File: src/hw/tcu_pkg.sv
/*
  Constants for the three-channel timer unit: register byte offsets, control
  field positions, reset values, service frame layout and bus responses.
  Assumes a single 200 MHz clock and an AXI4-Lite register bus.
*/
// Operation
// Three independent timers, each with a 16-bit count advancing without CPU help.
// One shared counter element serves timer 0, 1, 2, then an idle clock.
// Register banks are shared by CPU and counter element with coherent results.
// Pin event to output change takes two and a half to six and a half clocks.
// Serviced event increments count, compares to active maximum, clears on match.
// Dual mode alternates A and B maxima; otherwise A only; timer 2 A only.
// Repeat clear stops the timer by clearing enable at sequence end.
// Internal clocking counts every fourth clock, or timer 2 maxima when prescaled.
// Internal clocking: rising pin retriggers, or pin level gates counting.
// Pin clock mode counts synchronized rising pin edges, quarter clock rate at most.
// Pin clock mode ignores retrigger and prescale; clear means internal clock.
// Single mode output pulses per cycle; dual mode gives variable duty waveform.
// Interrupt enable raises a request on every maximum-count match.
// Timer 2 has no pins, counts every fourth clock, serves as prescaler.
// Enable changes only when the write gate bit is set; gate reads zero.
// Compare select flag reads one while B is active, zero while A.
// Terminal count flag set by hardware, cleared only by software write.
// Enable bits reset to zero so timers are stopped after reset.
// Each timer has control, count and maximum registers; timers 0, 1 add B.
// Software writes zero to reserved control bits.
// Maximum zero counts 65536 events; maximum one counts one event.
// Only equality is checked; a count above maximum wraps through zero.
// Dual mode: A match selects B, B match selects A; output high in A.
// Single mode output goes low for one service period at maximum count.
// Input pins are synchronized and rising edges latched until serviced.
package tcu_pkg;
  // ==========================================================================
  // Register byte offsets
  localparam logic [7:0] OFF_T0_CTRL = 8'h00;
  localparam logic [7:0] OFF_T0_CNT = 8'h04;
  localparam logic [7:0] OFF_T0_CMPA = 8'h08;
  localparam logic [7:0] OFF_T0_CMPB = 8'h0c;
  localparam logic [7:0] OFF_T1_CTRL = 8'h10;
  localparam logic [7:0] OFF_T1_CNT = 8'h14;
  localparam logic [7:0] OFF_T1_CMPA = 8'h18;
  localparam logic [7:0] OFF_T1_CMPB = 8'h1c;
  localparam logic [7:0] OFF_T2_CTRL = 8'h20;
  localparam logic [7:0] OFF_T2_CNT = 8'h24;
  localparam logic [7:0] OFF_T2_CMPA = 8'h28;
  // ==========================================================================
  // Control field positions
  localparam int BIT_RUN = 0;
  localparam int BIT_DUAL = 1;
  localparam int BIT_PINCLK = 2;
  localparam int BIT_PRESC = 3;
  localparam int BIT_RTRG = 4;
  localparam int BIT_TCF = 5;
  localparam int BIT_CSEL = 12;
  localparam int BIT_IRQEN = 13;
  localparam int BIT_GATE = 14;
  localparam int BIT_EN = 15;
  // Plain stored bits written straight from the bus
  localparam logic [15:0] CTRL_WMASK01 = 16'h201f;
  localparam logic [15:0] CTRL_WMASK2 = 16'h2001;
  // ==========================================================================
  // Reset values and frame
  localparam logic [15:0] CTRL_RESET = 16'h0000;
  localparam logic [15:0] CNT_RESET = 16'h0000;
  localparam logic [15:0] CMP_RESET = 16'h0000;
  localparam logic [1:0] SLOT_T2 = 2'h2;
  localparam logic [1:0] SLOT_IDLE = 2'h3;
  localparam logic [1:0] RESP_OKAY = 2'h0;
  localparam logic [1:0] RESP_SLVERR = 2'h2;
endpackage

File: src/hw/tcu_timer_unit.sv
/*
  Three-channel 16-bit timer unit with one time-multiplexed counter element
  and an AXI4-Lite register slave.
  Assumes mclk at 200 MHz, asynchronous timer input pins, and one outstanding
  write and one outstanding read from the bus master.
*/
`timescale 1ns/100ps
module tcu_timer_unit #(
  parameter int ADDR_W = 8
) (
  input wire logic mclk,
  input wire logic rst_n,
  input wire logic [ADDR_W-1:0] s_axi_awaddr,
  input wire logic s_axi_awvalid,
  output logic s_axi_awready,
  input wire logic [31:0] s_axi_wdata,
  input wire logic [3:0] s_axi_wstrb,
  input wire logic s_axi_wvalid,
  output logic s_axi_wready,
  output logic [1:0] s_axi_bresp,
  output logic s_axi_bvalid,
  input wire logic s_axi_bready,
  input wire logic [ADDR_W-1:0] s_axi_araddr,
  input wire logic s_axi_arvalid,
  output logic s_axi_arready,
  output logic [31:0] s_axi_rdata,
  output logic [1:0] s_axi_rresp,
  output logic s_axi_rvalid,
  input wire logic s_axi_rready,
  input wire logic [1:0] timerInPin,
  output logic [1:0] timerOutPin,
  output logic [2:0] timerIrq
);
  import tcu_pkg::*;
  // ==========================================================================
  // Storage
  logic [15:0] ctrlFf [3];
  logic [15:0] cntFf [3];
  logic [15:0] cmpAFf [3];
  logic [15:0] cmpBFf [2];
  logic [1:0] slotFf;
  logic [1:0] edgePendFf;
  logic [1:0] t2HitFf;
  logic [1:0] pinLvl, pinRise;
  logic [1:0] pinOutFf;
  logic [2:0] irqFf;
  logic awHeldFf, wHeldFf, bvalidFf, rvalidFf;
  logic [ADDR_W-1:0] awAddrFf;
  logic [31:0] wDataFf;
  logic [3:0] wStrbFf;
  logic [1:0] brespFf, rrespFf;
  logic [31:0] rdataFf;

  // ==========================================================================
  // AXI4-Lite write path: address and data taken in either order
  logic wrDo;
  logic wrHit;
  assign s_axi_awready = !awHeldFf;
  assign s_axi_wready = !wHeldFf;
  assign wrDo = awHeldFf && wHeldFf && !bvalidFf;
  assign s_axi_bvalid = bvalidFf;
  assign s_axi_bresp = brespFf;

  // Offsets outside the map answer SLVERR
  function automatic logic isMapped(input logic [ADDR_W-1:0] a);
    logic [7:0] b;
    b = 8'(a);
    isMapped = (b[1:0] == 2'h0) && (b <= OFF_T2_CMPA) && (a[ADDR_W-1:2] == (ADDR_W-2)'(b[7:2]));
  endfunction

  // Byte lanes above bit 15 carry nothing
  function automatic logic [15:0] merge16(input logic [15:0] old, input logic [31:0] d, input logic [3:0] s);
    merge16 = {s[1] ? d[15:8] : old[15:8], s[0] ? d[7:0] : old[7:0]};
  endfunction

  assign wrHit = wrDo && isMapped(awAddrFf);

  // Hold each channel until the pair completes
  always_ff @(posedge mclk or negedge rst_n)
  begin
    if (!rst_n)
    begin
      awHeldFf <= 1'b0;
      wHeldFf <= 1'b0;
      bvalidFf <= 1'b0;
      awAddrFf <= '0;
      wDataFf <= 32'h0;
      wStrbFf <= 4'h0;
      brespFf <= RESP_OKAY;
    end
    else
    begin
      if (s_axi_awvalid && !awHeldFf)
      begin
        awHeldFf <= 1'b1;
        awAddrFf <= s_axi_awaddr;
      end
      if (s_axi_wvalid && !wHeldFf)
      begin
        wHeldFf <= 1'b1;
        wDataFf <= s_axi_wdata;
        wStrbFf <= s_axi_wstrb;
      end
      if (wrDo)
      begin
        bvalidFf <= 1'b1;
        brespFf <= isMapped(awAddrFf) ? RESP_OKAY : RESP_SLVERR;
      end
      else if (bvalidFf && s_axi_bready)
      begin
        bvalidFf <= 1'b0;
        awHeldFf <= 1'b0; // Channels reopen only after the response is taken
        wHeldFf <= 1'b0;
      end
    end
  end

  // ==========================================================================
  // Input pin synchronizers and edge latches
  genvar gp;
  generate
    for (gp = 0; gp < 2; gp++)
    begin : g_pin
      logic syncAFf, syncBFf, prevFf;
      assign pinLvl[gp] = syncBFf;
      assign pinRise[gp] = syncBFf && !prevFf;
      // A fresh edge meets its own slot at once; the latch only covers the wait
      always_ff @(posedge mclk or negedge rst_n)
      begin
        if (!rst_n)
        begin
          syncAFf <= 1'b0;
          syncBFf <= 1'b0;
          prevFf <= 1'b0;
          edgePendFf[gp] <= 1'b0;
        end
        else
        begin
          syncAFf <= timerInPin[gp];
          syncBFf <= syncAFf;
          prevFf <= syncBFf;
          if (slotFf == 2'(gp))
            edgePendFf[gp] <= 1'b0;
          else if (pinRise[gp])
            edgePendFf[gp] <= 1'b1;
        end
      end
    end
  endgenerate

  // ==========================================================================
  // Service frame: timer 0, timer 1, timer 2, idle
  always_ff @(posedge mclk or negedge rst_n)
  begin
    if (!rst_n)
      slotFf <= 2'h0;
    else
      slotFf <= slotFf + 2'h1;
  end

  // ==========================================================================
  // Shared counter element
  logic svcValid, isPinTmr, pinClk, rtrg, presc, dual, edgeSeen, tick, gateOk;
  logic retrig, qual, match, endSeq, nxtCsel;
  logic [1:0] idx;
  logic [15:0] curCtrl, curCnt, curMax, incr, nxtCnt;

  always_comb
  begin
    idx = (slotFf == SLOT_IDLE) ? 2'h0 : slotFf;
    svcValid = (slotFf != SLOT_IDLE);
    isPinTmr = (slotFf != SLOT_T2) && svcValid;
    curCtrl = ctrlFf[idx];
    curCnt = cntFf[idx];
    dual = isPinTmr && curCtrl[BIT_DUAL];
    curMax = (dual && curCtrl[BIT_CSEL]) ? cmpBFf[idx[0]] : cmpAFf[idx];
    pinClk = isPinTmr && curCtrl[BIT_PINCLK];
    rtrg = isPinTmr && !pinClk && curCtrl[BIT_RTRG];
    presc = isPinTmr && !pinClk && curCtrl[BIT_PRESC];
    edgeSeen = isPinTmr && (edgePendFf[idx[0]] || pinRise[idx[0]]);
    retrig = svcValid && curCtrl[BIT_EN] && rtrg && edgeSeen;
    gateOk = !isPinTmr || pinClk || rtrg || pinLvl[idx[0]];
    tick = pinClk ? edgeSeen : (presc ? t2HitFf[idx[0]] : 1'b1);
    qual = svcValid && curCtrl[BIT_EN] && !retrig && gateOk && tick;
    incr = curCnt + 16'h1;
    match = qual && (incr == curMax);
    endSeq = match && (!dual || curCtrl[BIT_CSEL]);
    nxtCsel = (match && dual) ? !curCtrl[BIT_CSEL] : curCtrl[BIT_CSEL];
    if (retrig || match)
      nxtCnt = 16'h0;
    else if (qual)
      nxtCnt = incr;
    else
      nxtCnt = curCnt;
  end

  // Timer 2 maxima wait for each prescaled timer's own slot
  always_ff @(posedge mclk or negedge rst_n)
  begin
    if (!rst_n)
      t2HitFf <= 2'h0;
    else
    begin
      for (int i = 0; i < 2; i++)
      begin
        if (match && slotFf == SLOT_T2)
          t2HitFf[i] <= 1'b1;
        else if (slotFf == 2'(i))
          t2HitFf[i] <= 1'b0;
      end
    end
  end

  // ==========================================================================
  // Count and maximum registers; a CPU write wins over the element's writeback
  logic [7:0] wAddr8;
  assign wAddr8 = 8'(awAddrFf);

  always_ff @(posedge mclk or negedge rst_n)
  begin
    if (!rst_n)
    begin
      for (int i = 0; i < 3; i++)
      begin
        cntFf[i] <= CNT_RESET;
        cmpAFf[i] <= CMP_RESET;
      end
      cmpBFf[0] <= CMP_RESET;
      cmpBFf[1] <= CMP_RESET;
    end
    else
    begin
      if (svcValid)
        cntFf[idx] <= nxtCnt;
      if (wrHit)
      begin
        case (wAddr8)
          OFF_T0_CNT: cntFf[0] <= merge16(cntFf[0], wDataFf, wStrbFf);
          OFF_T1_CNT: cntFf[1] <= merge16(cntFf[1], wDataFf, wStrbFf);
          OFF_T2_CNT: cntFf[2] <= merge16(cntFf[2], wDataFf, wStrbFf);
          OFF_T0_CMPA: cmpAFf[0] <= merge16(cmpAFf[0], wDataFf, wStrbFf);
          OFF_T1_CMPA: cmpAFf[1] <= merge16(cmpAFf[1], wDataFf, wStrbFf);
          OFF_T2_CMPA: cmpAFf[2] <= merge16(cmpAFf[2], wDataFf, wStrbFf);
          OFF_T0_CMPB: cmpBFf[0] <= merge16(cmpBFf[0], wDataFf, wStrbFf);
          OFF_T1_CMPB: cmpBFf[1] <= merge16(cmpBFf[1], wDataFf, wStrbFf);
          default: ;
        endcase
      end
    end
  end

  // ==========================================================================
  // Control registers, one per timer
  logic [7:0] ctrlOff [3];
  assign ctrlOff[0] = OFF_T0_CTRL;
  assign ctrlOff[1] = OFF_T1_CTRL;
  assign ctrlOff[2] = OFF_T2_CTRL;

  genvar gc;
  generate
    for (gc = 0; gc < 3; gc++)
    begin : g_ctrl
      localparam logic [15:0] WMASK = (gc == 2) ? CTRL_WMASK2 : CTRL_WMASK01;
      logic cpuWr, hwSvc;
      logic [15:0] wv;
      assign cpuWr = wrHit && (wAddr8 == ctrlOff[gc]);
      assign hwSvc = svcValid && (idx == 2'(gc));
      assign wv = merge16(ctrlFf[gc], wDataFf, wStrbFf);
      // Gate bit is never stored; flag set beats a same-cycle clear
      always_ff @(posedge mclk or negedge rst_n)
      begin
        if (!rst_n)
          ctrlFf[gc] <= CTRL_RESET;
        else
        begin
          if (cpuWr)
          begin
            ctrlFf[gc] <= (ctrlFf[gc] & ~WMASK) | (wv & WMASK);
            ctrlFf[gc][BIT_TCF] <= wv[BIT_TCF] || (hwSvc && match);
            if (wv[BIT_GATE])
              ctrlFf[gc][BIT_EN] <= wv[BIT_EN];
            else if (hwSvc && endSeq && !curCtrl[BIT_RUN])
              ctrlFf[gc][BIT_EN] <= 1'b0;
            if (hwSvc)
              ctrlFf[gc][BIT_CSEL] <= nxtCsel;
          end
          else if (hwSvc)
          begin
            if (match)
              ctrlFf[gc][BIT_TCF] <= 1'b1;
            if (endSeq && !curCtrl[BIT_RUN])
              ctrlFf[gc][BIT_EN] <= 1'b0;
            ctrlFf[gc][BIT_CSEL] <= nxtCsel;
          end
        end
      end
    end
  endgenerate

  // ==========================================================================
  // Output pins and interrupt requests
  always_ff @(posedge mclk or negedge rst_n)
  begin
    if (!rst_n)
    begin
      pinOutFf <= 2'h3;
      irqFf <= 3'h0;
    end
    else
    begin
      irqFf <= 3'h0;
      if (svcValid)
        irqFf[idx] <= match && curCtrl[BIT_IRQEN];
      if (isPinTmr)
      begin
        if (dual)
          pinOutFf[idx[0]] <= !nxtCsel;
        else
          pinOutFf[idx[0]] <= !match;
      end
    end
  end
  assign timerOutPin = pinOutFf;
  assign timerIrq = irqFf;

  // ==========================================================================
  // AXI4-Lite read path
  logic [15:0] rdVal;
  logic [7:0] rAddr8;
  assign rAddr8 = 8'(s_axi_araddr);
  assign s_axi_arready = !rvalidFf;
  assign s_axi_rvalid = rvalidFf;
  assign s_axi_rdata = rdataFf;
  assign s_axi_rresp = rrespFf;

  // Gate bit always reads as zero
  always_comb
  begin
    case (rAddr8)
      OFF_T0_CTRL: rdVal = ctrlFf[0];
      OFF_T1_CTRL: rdVal = ctrlFf[1];
      OFF_T2_CTRL: rdVal = ctrlFf[2];
      OFF_T0_CNT: rdVal = cntFf[0];
      OFF_T1_CNT: rdVal = cntFf[1];
      OFF_T2_CNT: rdVal = cntFf[2];
      OFF_T0_CMPA: rdVal = cmpAFf[0];
      OFF_T1_CMPA: rdVal = cmpAFf[1];
      OFF_T2_CMPA: rdVal = cmpAFf[2];
      OFF_T0_CMPB: rdVal = cmpBFf[0];
      OFF_T1_CMPB: rdVal = cmpBFf[1];
      default: rdVal = 16'h0;
    endcase
  end

  always_ff @(posedge mclk or negedge rst_n)
  begin
    if (!rst_n)
    begin
      rvalidFf <= 1'b0;
      rdataFf <= 32'h0;
      rrespFf <= RESP_OKAY;
    end
    else if (s_axi_arvalid && !rvalidFf)
    begin
      rvalidFf <= 1'b1;
      rdataFf <= {16'h0, isMapped(s_axi_araddr) ? rdVal : 16'h0};
      rrespFf <= isMapped(s_axi_araddr) ? RESP_OKAY : RESP_SLVERR;
    end
    else if (rvalidFf && s_axi_rready)
      rvalidFf <= 1'b0;
  end
endmodule

File: config.mk
export PLATFORM = sky130hd
export DESIGN_NAME = tcu_timer_unit
export DESIGN_NICKNAME = d
export VERILOG_FILES = /design/src/hw/tcu_pkg.sv /design/src/hw/tcu_timer_unit.sv
export SDC_FILE = /design/constraint.sdc
export NUM_CORES = 1
export LEC_CHECK = 0
export ABC_AREA = 1
export BUFFER_PORTS_ARGS = -buffer_cell sky130_fd_sc_hd__buf_2
export CORE_MARGIN = 4
export CORE_UTILIZATION = 55
export DETAILED_ROUTE_END_ITERATION = 7
export HOLD_SLACK_MARGIN = 0.06
export PLACE_DENSITY = 0.79
export SLEW_MARGIN = 20
export SYNTH_ARGS = -nofsm -noshare
export SYNTH_HDL_FRONTEND = slang
export SYNTH_SLANG_ARGS = --single-unit
File: constraint.sdc
create_clock -name mclk -period 6.95 [get_ports mclk]
set_input_delay 1.0425 -clock mclk [delete_from_list [all_inputs] [get_ports mclk]]
set_output_delay 1.0425 -clock mclk [all_outputs]
set_load 0.05 [all_outputs]
# Yosys cells after proc, flatten, opt, wreduce, memory -nomap -nowiden
# Index checks and enable logic that the tools add are counted.
word_totals:
  register_bits: 243
  latch_bits: 0
  mem_bits_rw: 0
  rom_bits: 0
  inputBits: 61
  output_inout_bits: 46
  word_cells: 317
  mem_count: 0
classes:
  addsub: 2
  multipliers: 0
  n_div: 0
  magnitude_cmp: 9
  n_eq_ne: 37
  n_shift: 0
  n_mux: 102
  bitwise: 6
  n_reduce_logical: 110
op_table:
  columns: ["cell", "n"]
  rows:
  - ["2-to-1 mux 16 bit", 17]
  - ["one-hot mux 16 bit (11 select lines)", 1]
  - ["binary-select mux 16 bit (select 2 bit)", 3]
  - ["2-to-1 mux 48 bit", 2]
  - ["equality test 8 x 5 -> 1 bit (second input constant)", 8]
  - ["2-to-1 mux 1 bit", 60]
  - ["logical AND 1 bit", 50]
  - ["bitwise mux 48 bit", 1]
  - ["equality test 8 x 6 -> 1 bit (second input constant)", 6]
  - ["OR 16 x 14 -> 16 bit", 3]
  - ["2-to-1 mux 8 bit", 5]
  - ["AND reduction 3 bit", 13]
  - ["demux 16 bit (select 2 bit)", 1]
  - ["equality test 8 x 4 -> 1 bit (second input constant)", 4]
  - ["nonzero test 2 bit", 15]
  - ["!= test 3 bit (second input constant)", 9]
  - ["2-to-1 mux 6 bit", 3]
  - ["adder 16 x 1 -> 16 bit (second input constant)", 1]
  - ["equality test 16 bit", 1]
  - ["equality test 8 x 3 -> 1 bit (second input constant)", 2]
  - ["less-or-equal comparator 8 x 6 -> 1 bit (second input constant)", 2]
  - ["logical NOT 8 bit", 2]
  - ["logical NOT 1 bit", 14]
  - ["logical OR 1 bit", 9]
  - ["other kinds (21)", 34]

# Longest topological paths before layout
# Gate-level depths: netlist of the first run.
depth:
  depth_word: 23
  mapped_depth: 26

# Worst setup path before layout of the first run
# OpenSTA, ideal clock, no wires.
synth_path:
  path_type: "reg2reg"
  startpoint: "reg slotFf[0]"
  endpoint: "reg cntFf[0] (netlist bit)"
  arrival_ns: 3.140
  t_required_ns: 6.833
  slack_ns: 3.694
  stages_incl_launch_ff: 25
  path_buffers: 3
  synth_period_minus_slack_ns: 3.256
  path_cell_list: "dfrtp_1 > inv_1 > ha_1 > inv_2 > buf_2 > buf_1 > a21oi_1 > a31oi_1 > ha_1 > nand3_1 > nor2_4 > inv_2 > nor2_2 > nand3_1 > nand2_1 > nand2_1 > nand2_1 > nand3_1 > nor2_1 > nand2_2 > buf_2 > nand4_1 > nand2_1 > nand2_1 > nand2_1"
synth_via:
  elab_chain_len: 23
synth_lines:
  columns: ["item", "line", "source"]
  rows:
  - ["from (decl)", "tcu_timer_unit.sv:41", "logic [1:0] slotFf;"]
  - ["from (signal assigned)", "tcu_timer_unit.sv:158", "slotFf <= slotFf + 2'h1;"]
  - ["branches (longest 20 deep; another with adder 16 x 1 -> 16 bit)", null, null]
  - ["2-to-1 mux 48 bit (*)", "tcu_timer_unit.sv:233", "if (svcValid)"]
  - ["2-to-1 mux 16 bit", "tcu_timer_unit.sv:237", "case (wAddr8)"]
  - ["2-to-1 mux 48 bit (*)", "tcu_timer_unit.sv:235", "if (wrHit)"]
  - ["to (signal, indexed assignment)", "tcu_timer_unit.sv:234", "cntFf[idx] <= nxtCnt;"]
  - ["to (decl)", "tcu_timer_unit.sv:38", "logic [15:0] cntFf [3];"]
# Mark *: on every way between the ends. The select of a mux whose other input is x is not followed.
# A chain may end at the register's enable or synchronous reset.

# Worst setup path in the final report of the first run
layout_path:
  startpoint: "reg slotFf[1]"
  endpoint: "reg cntFf[35] (netlist bit)"
# Same word-level chain as after synthesis.

==> results of run 1 <==
stage by stage:
step / util (%) / hold WS (ns) / total power (W) / area (µm²)
after CTS: 61.90 / 0.3532 / 0.003365 / 14620
final: 61.90 / 0.3512 / 0.003377 / 14620
after global routing: 61.90 / 0.3630 / 0.003495 / 14620
after floorplan: - / 0.3312 / 0.001781 / 13340
after detailed placement: 58.31 / 0.3393 / 0.001992 / 13770
after global placement: 58.31 / 0.3350 / 0.001978 / 13770
routing by layer:
layer | track usage (%) | wire length [µm] | vias to the layer above
li1 | - | - | 6393
met5 | 0 | 0 | -
met4 | 15.97 | 2430 | 0
met3 | 10.65 | 6764 | 168
met2 | 50.92 | 19500 | 979
met1 | 48.60 | 17810 | 6473
kinds of logic after synthesis:
kind of cell | synth area share, %
simple gates | 32.00
compound gates | 15.38
buf+inv | 10.67
flops | 40.72
fa+ha+maj | 0.6595
mux | 0.4145
xor+xnor | 0.1319
other cells | 0.02824
power by group:
| part | switching (W) | total [W] | internal (W) |
|---|---|---|---|
| clock network | 0.000558 | 0.00138 | 0.000821 |
| logic | 0.000401 | 0.000511 | 0.000109 |
| registers | 0.000133 | 0.00149 | 0.00135 |
worst reg2reg max path: stages, from the launching register on:
cell     delay [ns]
dfrtp_1        0.41
inv_1          0.12
ha_2           0.57
buf_4          0.55
nand2_1        0.10
o21a_1         0.13
nor2_2         0.08
buf_4          0.24
nand2_2        0.34
o21ai_0        0.87
inv_1          0.20
nand3_1        0.14
nand2_1        0.09
nand3_1        0.11
nor2_2         0.08
nand2_2        0.05
buf_4          0.48
nand4_1        0.21
nand2_1        0.12
nand2_1        0.06
nand2_1        0.05
state kept, by name, summed over array words and instances (netlist names), 3 cells and up:
name	cells
timerIrq	3
awAddrFf	8
cmpAFf	48
cmpBFf	32
wDataFf	16
s_axi_rdata	16
ctrlFf	23
cntFf	48
area by class of cell:
cell class | instances | share of cell area [%]
Clock inverter | 10 | 0.9587
Tap cell | 319 | 2.731
Sequential cell | 216 | 37.00
Clock buffer | 36 | 4.837
Multi-Input combinational cell | 1420 | 44.68
Inverter | 237 | 6.103
Timing Repair Buffer | 94 | 3.698
synthesized netlist by cell type (all sizes together):
cell type	count
a211oi	1
a21boi	1
a21o	1
a21oi	47
a221oi	16
a22o	4
a22oi	8
a31oi	4
a32o	1
and2	2
buf	51
clkbuf	50
conb	1
dfrtp	214
dfstp	2
ha	7
inv	237
mux2	4
mux2i	1
nand2	697
nand3	120
nand3b	6
nand4	54
nor2	118
nor3	14
nor4	6
o2111ai	5
o211ai	2
o21a	2
o21ai	248
o221ai	2
o22ai	29
xor2	2
worst paths after layout:
| check | slack (ns) | startpoint | endpoint |
|---|---|---|---|
| min reg2reg | 0.35 | g_pin[1].syncAFf$_DFF_PN0_ | g_pin[1].syncBFf$_DFF_PN0_ |
| min | 0.35 | g_pin[1].syncAFf$_DFF_PN0_ | g_pin[1].syncBFf$_DFF_PN0_ |
| min in group asynchronous | 0.54 | rst_n | wDataFf[3]$_DFFE_PN0P_ |
| max reg2reg | 1.86 | slotFf[1]$_DFF_PN0_ | cntFf[35]$_DFFE_PN0P_ |
| max | 1.86 | slotFf[1]$_DFF_PN0_ | cntFf[35]$_DFFE_PN0P_ |
| max in group asynchronous | 4.96 | rst_n | cntFf[41]$_DFFE_PN0P_ |
==> results.md, run 1 <==
- Run status: complete, but fails checks
- Failing checks: DRC
- CP Depth: 20
- Clock transition at path regs: 0.06 ns
- DP HPWL: 31780 µm
- Most common cell type on the critical path: nand2_1
- VDD IR-drop max: 317.0 µV
- Wirelength, routed: 46510 µm
- Final Non-Filler Cells: 2332
- Area of the multi-input gates: 0.006530 mm²
- Avg WL per Cell: 19.94 µm
- Max Buffers Root-to-Sink: 3
- Antenna cells: 0
- Worst path top cell family by delay: buffers and inverters
- Area growth from synthesis to final layout: 10.06%
- Layout cells sized above 1: 8.445%
- Top cell type's share of synthesized area: 40.32%
- Row cnt: 56
- TNS Setup: 0 ns
- Worst EP required: 7.43 ns
- Post-Syn Area per Cell: 6.786 µm²
- Final setup vio count: 0
- FF+latch count, synth: 216
- Seq/Total Area, Yosys: 40.72%
- Via Count: 14010
- Post-CTS Setup Bufs: 0
- Most frequent cells in the layout: 690 x nand2_1, 237 x o21ai_0, 230 x inv_1
- Worst slew margin: 21.96%
- CTS tree: done
- Post-Syn Instances: 1957
- Area leader, netlist: dfrtp_1
- Commonest non-fill, non-tap cell in the layout: nand2_1
- Place WS: 2.146 ns
- Sequential Area: 0.005408 mm²
- Type of origin of the critical path: flop
- Post-CTS Resized: 0
- Syn Std Cell Area: 0.01328 mm²
- Iteration-0 DRC Markers: 2036
- Total GRT Usage: 35.11%
- Worst Tran Pin Value: 1.166 ns
- Hold-critical path depth: 0
- P_leak: 7.279 nW
- Buffers on Ports: 70
- RD Place Congestion: 0.9726
- Cell Pwr Density: 231.1 mW/mm²
- CTS sink cnt: 216
- Worst stage delay on the critical path: 0.87 ns
- # IOs: 107
- Placed Instances: 2286
- Yosys cell types: 45
- Bufs and invs on worst path: 5
- Hold Vio Cnt, Final: 0
- Routed Antenna Nets: 0
- Worst endpoint data arrival time: 5.57 ns
- Core Area: 0.02361 mm²
- Register-to-Register Path Depth: 20
- Die Span Y: 163.4 µm
- Main area contributors after synthesis: dfrtp_1 40%, nand2_1 20%, o21ai_0 8.9%
- Hold Buf Count CTS: 0
- Critical path capture point type: flop
- First-pass GRT wire length: 73280 µm
- Antenna violations before repair: 1
- Hold/Removal Path Class: flop to flop
- Worst-path fanout max: 52
- DRT Pass-1 Iters: 8
- CTS root buffer: clkbuf_16
- Slew Limit Fails: 0
- Max-cap violation count: 0
- Setup ws final: 1.863 ns
- RSZ-0062 raised after global routing: no
- Max Clock Freq: 196.6 MHz
- Initial core utilization: 56.24%
- DR vias/cell: 6.009
- Final Critical Period: 5.087 ns
- H-tree Lvls: 1
- Largest net degree at the start of global routing: 122
- Die area: 0.02670 mm²
- Crit path kind: flop to flop
- Period utilization: 73.19%
- Fillers: 2205
- Cells along the critical path: inv_1 > ha_2 > buf_4 > nand2_1 > o21a_1 > nor2_2 > buf_4 > nand2_2 > o21ai_0 > inv_1 > nand3_1 > nand2_1 > nand3_1 > nor2_2 > nand2_2 > buf_4 > nand4_1 > nand2_1 > nand2_1 > nand2_1
- YS warnings: 0
- Die W: 163.4 µm
- Clock Skew: 0.01157 ns
- Clk Latency, worst-skew pair: 0.55 ns
- Critical Path Slowest Stage Cell: o21ai_0
- GR Overflow Total: 0
- Nets: 2062
- DR DRC count: 7
- TritonCTS buffer count: 25
- Vias in the first global route: 13190
(Power assumes the default switching activity.)
==> run 2, diff against run 1 <==
--- a/config.mk
+++ b/config.mk
@@ -5,13 +5,13 @@
 export SDC_FILE = /design/constraint.sdc
 export NUM_CORES = 1
 export LEC_CHECK = 0
-export ABC_AREA = 1
+export ABC_AREA = 0
 export BUFFER_PORTS_ARGS = -buffer_cell sky130_fd_sc_hd__buf_2
 export CORE_MARGIN = 4
-export CORE_UTILIZATION = 55
+export CORE_UTILIZATION = 54
 export DETAILED_ROUTE_END_ITERATION = 7
 export HOLD_SLACK_MARGIN = 0.06
-export PLACE_DENSITY = 0.79
+export PLACE_DENSITY = 0.81
 export SLEW_MARGIN = 20
 export SYNTH_ARGS = -nofsm -noshare
 export SYNTH_HDL_FRONTEND = slang
==> constraint.sdc (replaced) <==
create_clock -name mclk -period 4.65 [get_ports mclk]
set_input_delay 0.6975 -clock mclk [delete_from_list [all_inputs] [get_ports mclk]]
set_output_delay 0.6975 -clock mclk [all_outputs]
set_load 0.05 [all_outputs]
==> results.md, run 2 <==
- Run status: completed
- Core Area: 0.02115 mm² (-10%)
- Most frequent cells in the layout: 214 x dfrtp_1, 118 x mux2_2, 72 x mux2i_1
- Area growth from synthesis to final layout: 12.25%
- Post-synth ARST share: 100.0% (unchanged)
- Register-to-Register Path Depth: 13 (-35%)
- Most frequent cell after synthesis: dfrtp_1
- Wirelength, routed: 34310 µm (-26%)
- Hold/Removal Path Class: input port to asynchronous set/reset pin
- Crit path kind: flop to flop
- Commonest non-fill, non-tap cell in the layout: dfrtp_1
- Critical Path Slowest Stage Cell: or4_1
- CTS tree: done
- Buffers on Ports: 70 (unchanged)
- Hold Vio Cnt, Final: 0 (unchanged)
- EDFF count, synth: 0 (unchanged)
- CTS root buffer: clkbuf_16
- VDD IR-drop max: 433.8 µV (+37%)
- Place WS: 0.3749 ns (-1.771 ns)
- CP Depth: 13 (-35%)
- Synth cell count leaders: 214 x dfrtp_1, 118 x mux2_2, 72 x mux2i_1, 66 x nand2_1
- Worst Tran Pin Value: 1.200 ns (+0.03319 ns)
- First-pass GRT wire length: 54230 µm (-26%)
- DR DRC count: 0 (-7)
- Fin util: 61.96% (about the same)
- Seq/Total Area, Yosys: 46.31% (+5.6 points)
- FF+latch count, synth: 216 (unchanged)
- DP HPWL: 22930 µm (-28%)
- Avg WL per Cell: 24.25 µm (+22%)
- Post-Syn Area per Cell: 11.06 µm² (+63%)
- DRT Pass-1 Iters: 6 (-2)
- GR Overflow Total: 0 (unchanged)
- Slew Limit Fails: 0 (unchanged)
- Top cell type's share of synthesized area: 45.86% (+5.5 points)
- Nets: 1190 (-42%)
- Clock Skew: 0.01431 ns (+0.002744 ns)
- Die Span Y: 155.1 µm (-5.1%)
- Cells along the critical path: inv_1 > ha_2 > nor2b_2 > buf_4 > o2bb2ai_1 > nand4_1 > and4bb_2 > and4bb_2 > or3_1 > nand4_1 > or4_1 > o21a_1 > o31ai_1
- Max Clock Freq: 233.0 MHz (+19%)
- Final setup vio count: 0 (unchanged)
- Layout cells sized above 1: 28.60% (+20 points)
- RSZ-0062 raised after global routing: no
- H-tree Lvls: 1 (unchanged)
- Worst path top cell family by delay: simple AND/OR/NAND/NOR gates
- Largest net degree at the start of global routing: 96 (-21%)
- Syn Std Cell Area: 0.01168 mm² (-12%)
- Post-Syn Instances: 1056 (-46%)
- Critical path capture point type: flop
- Max Buffers Root-to-Sink: 3 (unchanged)
- Bufs and invs on worst path: 2 (-3)
- # IOs: 107 (unchanged)
- Period utilization: 92.31% (+19 points)
- Final Critical Period: 4.292 ns (-0.7945 ns)
- Total GRT Usage: 28.39% (-6.7 points)
- Clk Latency, worst-skew pair: 0.52 ns (-0.03 ns)
- Biggest regs: cmpAFf (48), cntFf (48), cmpBFf (32)
- Worst-path fanout max: 9 (-83%)
- TritonCTS buffer count: 24 (-4.0%)
- Iteration-0 DRC Markers: 883 (-57%)
- Cell Pwr Density: 370.9 mW/mm² (+61%)
- Die W: 155.1 µm (-5.1%)
- Antenna violations before repair: 0 (-1)
- Area leader, netlist: dfrtp_1
- Row cnt: 53 (-5.4%)
- Main area contributors after synthesis: dfrtp_1 46%, mux2_2 11%, mux2i_1 6.2%
- DR vias/cell: 6.734 (+12%)
- Setup ws final: 0.3577 ns (-1.506 ns)
- Synth Flop Type: dfrtp_1
- Worst EP required: 5.07 ns (-2.36 ns)
- CTS sink cnt: 216 (unchanged)
- Routed Antenna Nets: 0 (unchanged)
- Type of origin of the critical path: flop
- Worst endpoint data arrival time: 4.71 ns (-0.86 ns)
- RD Place Congestion: 0.9406 (-3.3%)
- Die area: 0.02404 mm² (-9.9%)
- TNS Setup: 0 ns (unchanged)
- Max-cap violation count: 0 (unchanged)
- YS warnings: 0 (unchanged)
- Worst stage delay on the critical path: 0.70 ns (-0.17 ns)
- Via Count: 9528 (-32%)
- P_leak: 6.306 nW (-13%)
- Clock transition at path regs: 0.06 ns (about the same)
- Worst slew margin: 19.94% (-2.0 points)
- Yosys cell types: 65 (+44%)
- Fin Hold WS: 0.1934 ns (-0.1578 ns)
- Vias in the first global route: 9633 (-27%)
- Initial core utilization: 55.20% (-1.0 points)
- Antenna cells: 0 (unchanged)
[run 2: cell types whose count changed in the layout (fill, tap and decap cells not counted), sizes merged, moves of 21 or more]
cell   change
inv      -222
nor2      -61
mux2i     +73
o21ai    -186
nand2    -631
nand4     -42
xnor2     +26
o221a     +39
mux2     +114
nand3    -100
a21oi     -21
[run 2: per-stage QoR]
step	instance area (µm²)	power, W	cells
after global placement	12300	0.002964	1369
after floorplan	11740	0.002766	1073
after CTS	13090	0.004868	1413
after detailed placement	12300	0.002985	1369
after global routing	13110	0.005055	1415
final	13110	0.004862	1415
[run 2: final cells by class]
| type | instances | area (µm²) |
|---|---|---|
| Clock inverter | 4 | 47.55 |
| Tap cell | 275 | 344.1 |
| Inverter | 16 | 60.06 |
| Sequential cell | 216 | 5408 |
| Timing Repair Buffer | 104 | 640.6 |
| Fill cell | 1728 | 8046 |
| Multi-Input combinational cell | 760 | 5866 |
| Clock buffer | 40 | 742.0 |
[run 2: final timing paths]
| kind | startpoint | endpoint | slack [ns] |
|---|---|---|---|
| setup / recovery | slotFf[0]$_DFF_PN0_ | ctrlFf[28]$_DFFE_PN0P_ | 0.36 |
| hold / removal | rst_n | s_axi_rdata[8]$_DFFE_PN0P_ | 0.19 |
| setup reg to reg | slotFf[0]$_DFF_PN0_ | ctrlFf[28]$_DFFE_PN0P_ | 0.36 |
| hold reg to reg | g_pin[0].syncAFf$_DFF_PN0_ | g_pin[0].syncBFf$_DFF_PN0_ | 0.35 |
| max in group asynchronous | rst_n | cmpAFf[12]$_DFFE_PN0P_ | 3.46 |
| min in group mclk | timerInPin[0] | g_pin[0].syncAFf$_DFF_PN0_ | 0.29 |
[run 2: cells by family (layout without fill, tap and decap cells)]
kind of cell / Yosys count / in the layout / synth area share [%]
AOI/OAI and AO/OA: 287 / 287 / 18.63
xor gates and xnor gates: 39 / 39 / 2.989
adders and majority gates: 7 / 7 / 0.7500
buffers and inverters: 97 / 164 / 4.264
DFF: 216 / 216 / 46.31
muxes: 192 / 192 / 17.79
other: 1 / 18 / 0.03211
and+or+nand+nor: 217 / 217 / 9.236
[run 2: power breakdown]
part	leakage [nW]	switching [W]	internal, W
clock network	0.384	0.000756	0.00114
logic	3.01	0.000323	0.000242
registers	2.91	0.000346	0.00206
total	6.31	0.00142	0.00344
[run 2: timing repair]
item / in CTS / in global routing
hold buffers: 0 / 0
setup endpoints to repair: 0 / 2
setup buffers: 0 / 2
gates resized for setup: 0 / 0
[run 2: layer usage]
layer / share of wire (%) / track usage, % / up-vias
met5: 0 / 0 / -
li1: - / - / 4095
met2: 45 / 43.28 / 578
met3: 10 / 6.259 / 148
met4: 4.7 / 12.83 / 0
met1: 40 / 39.08 / 4707
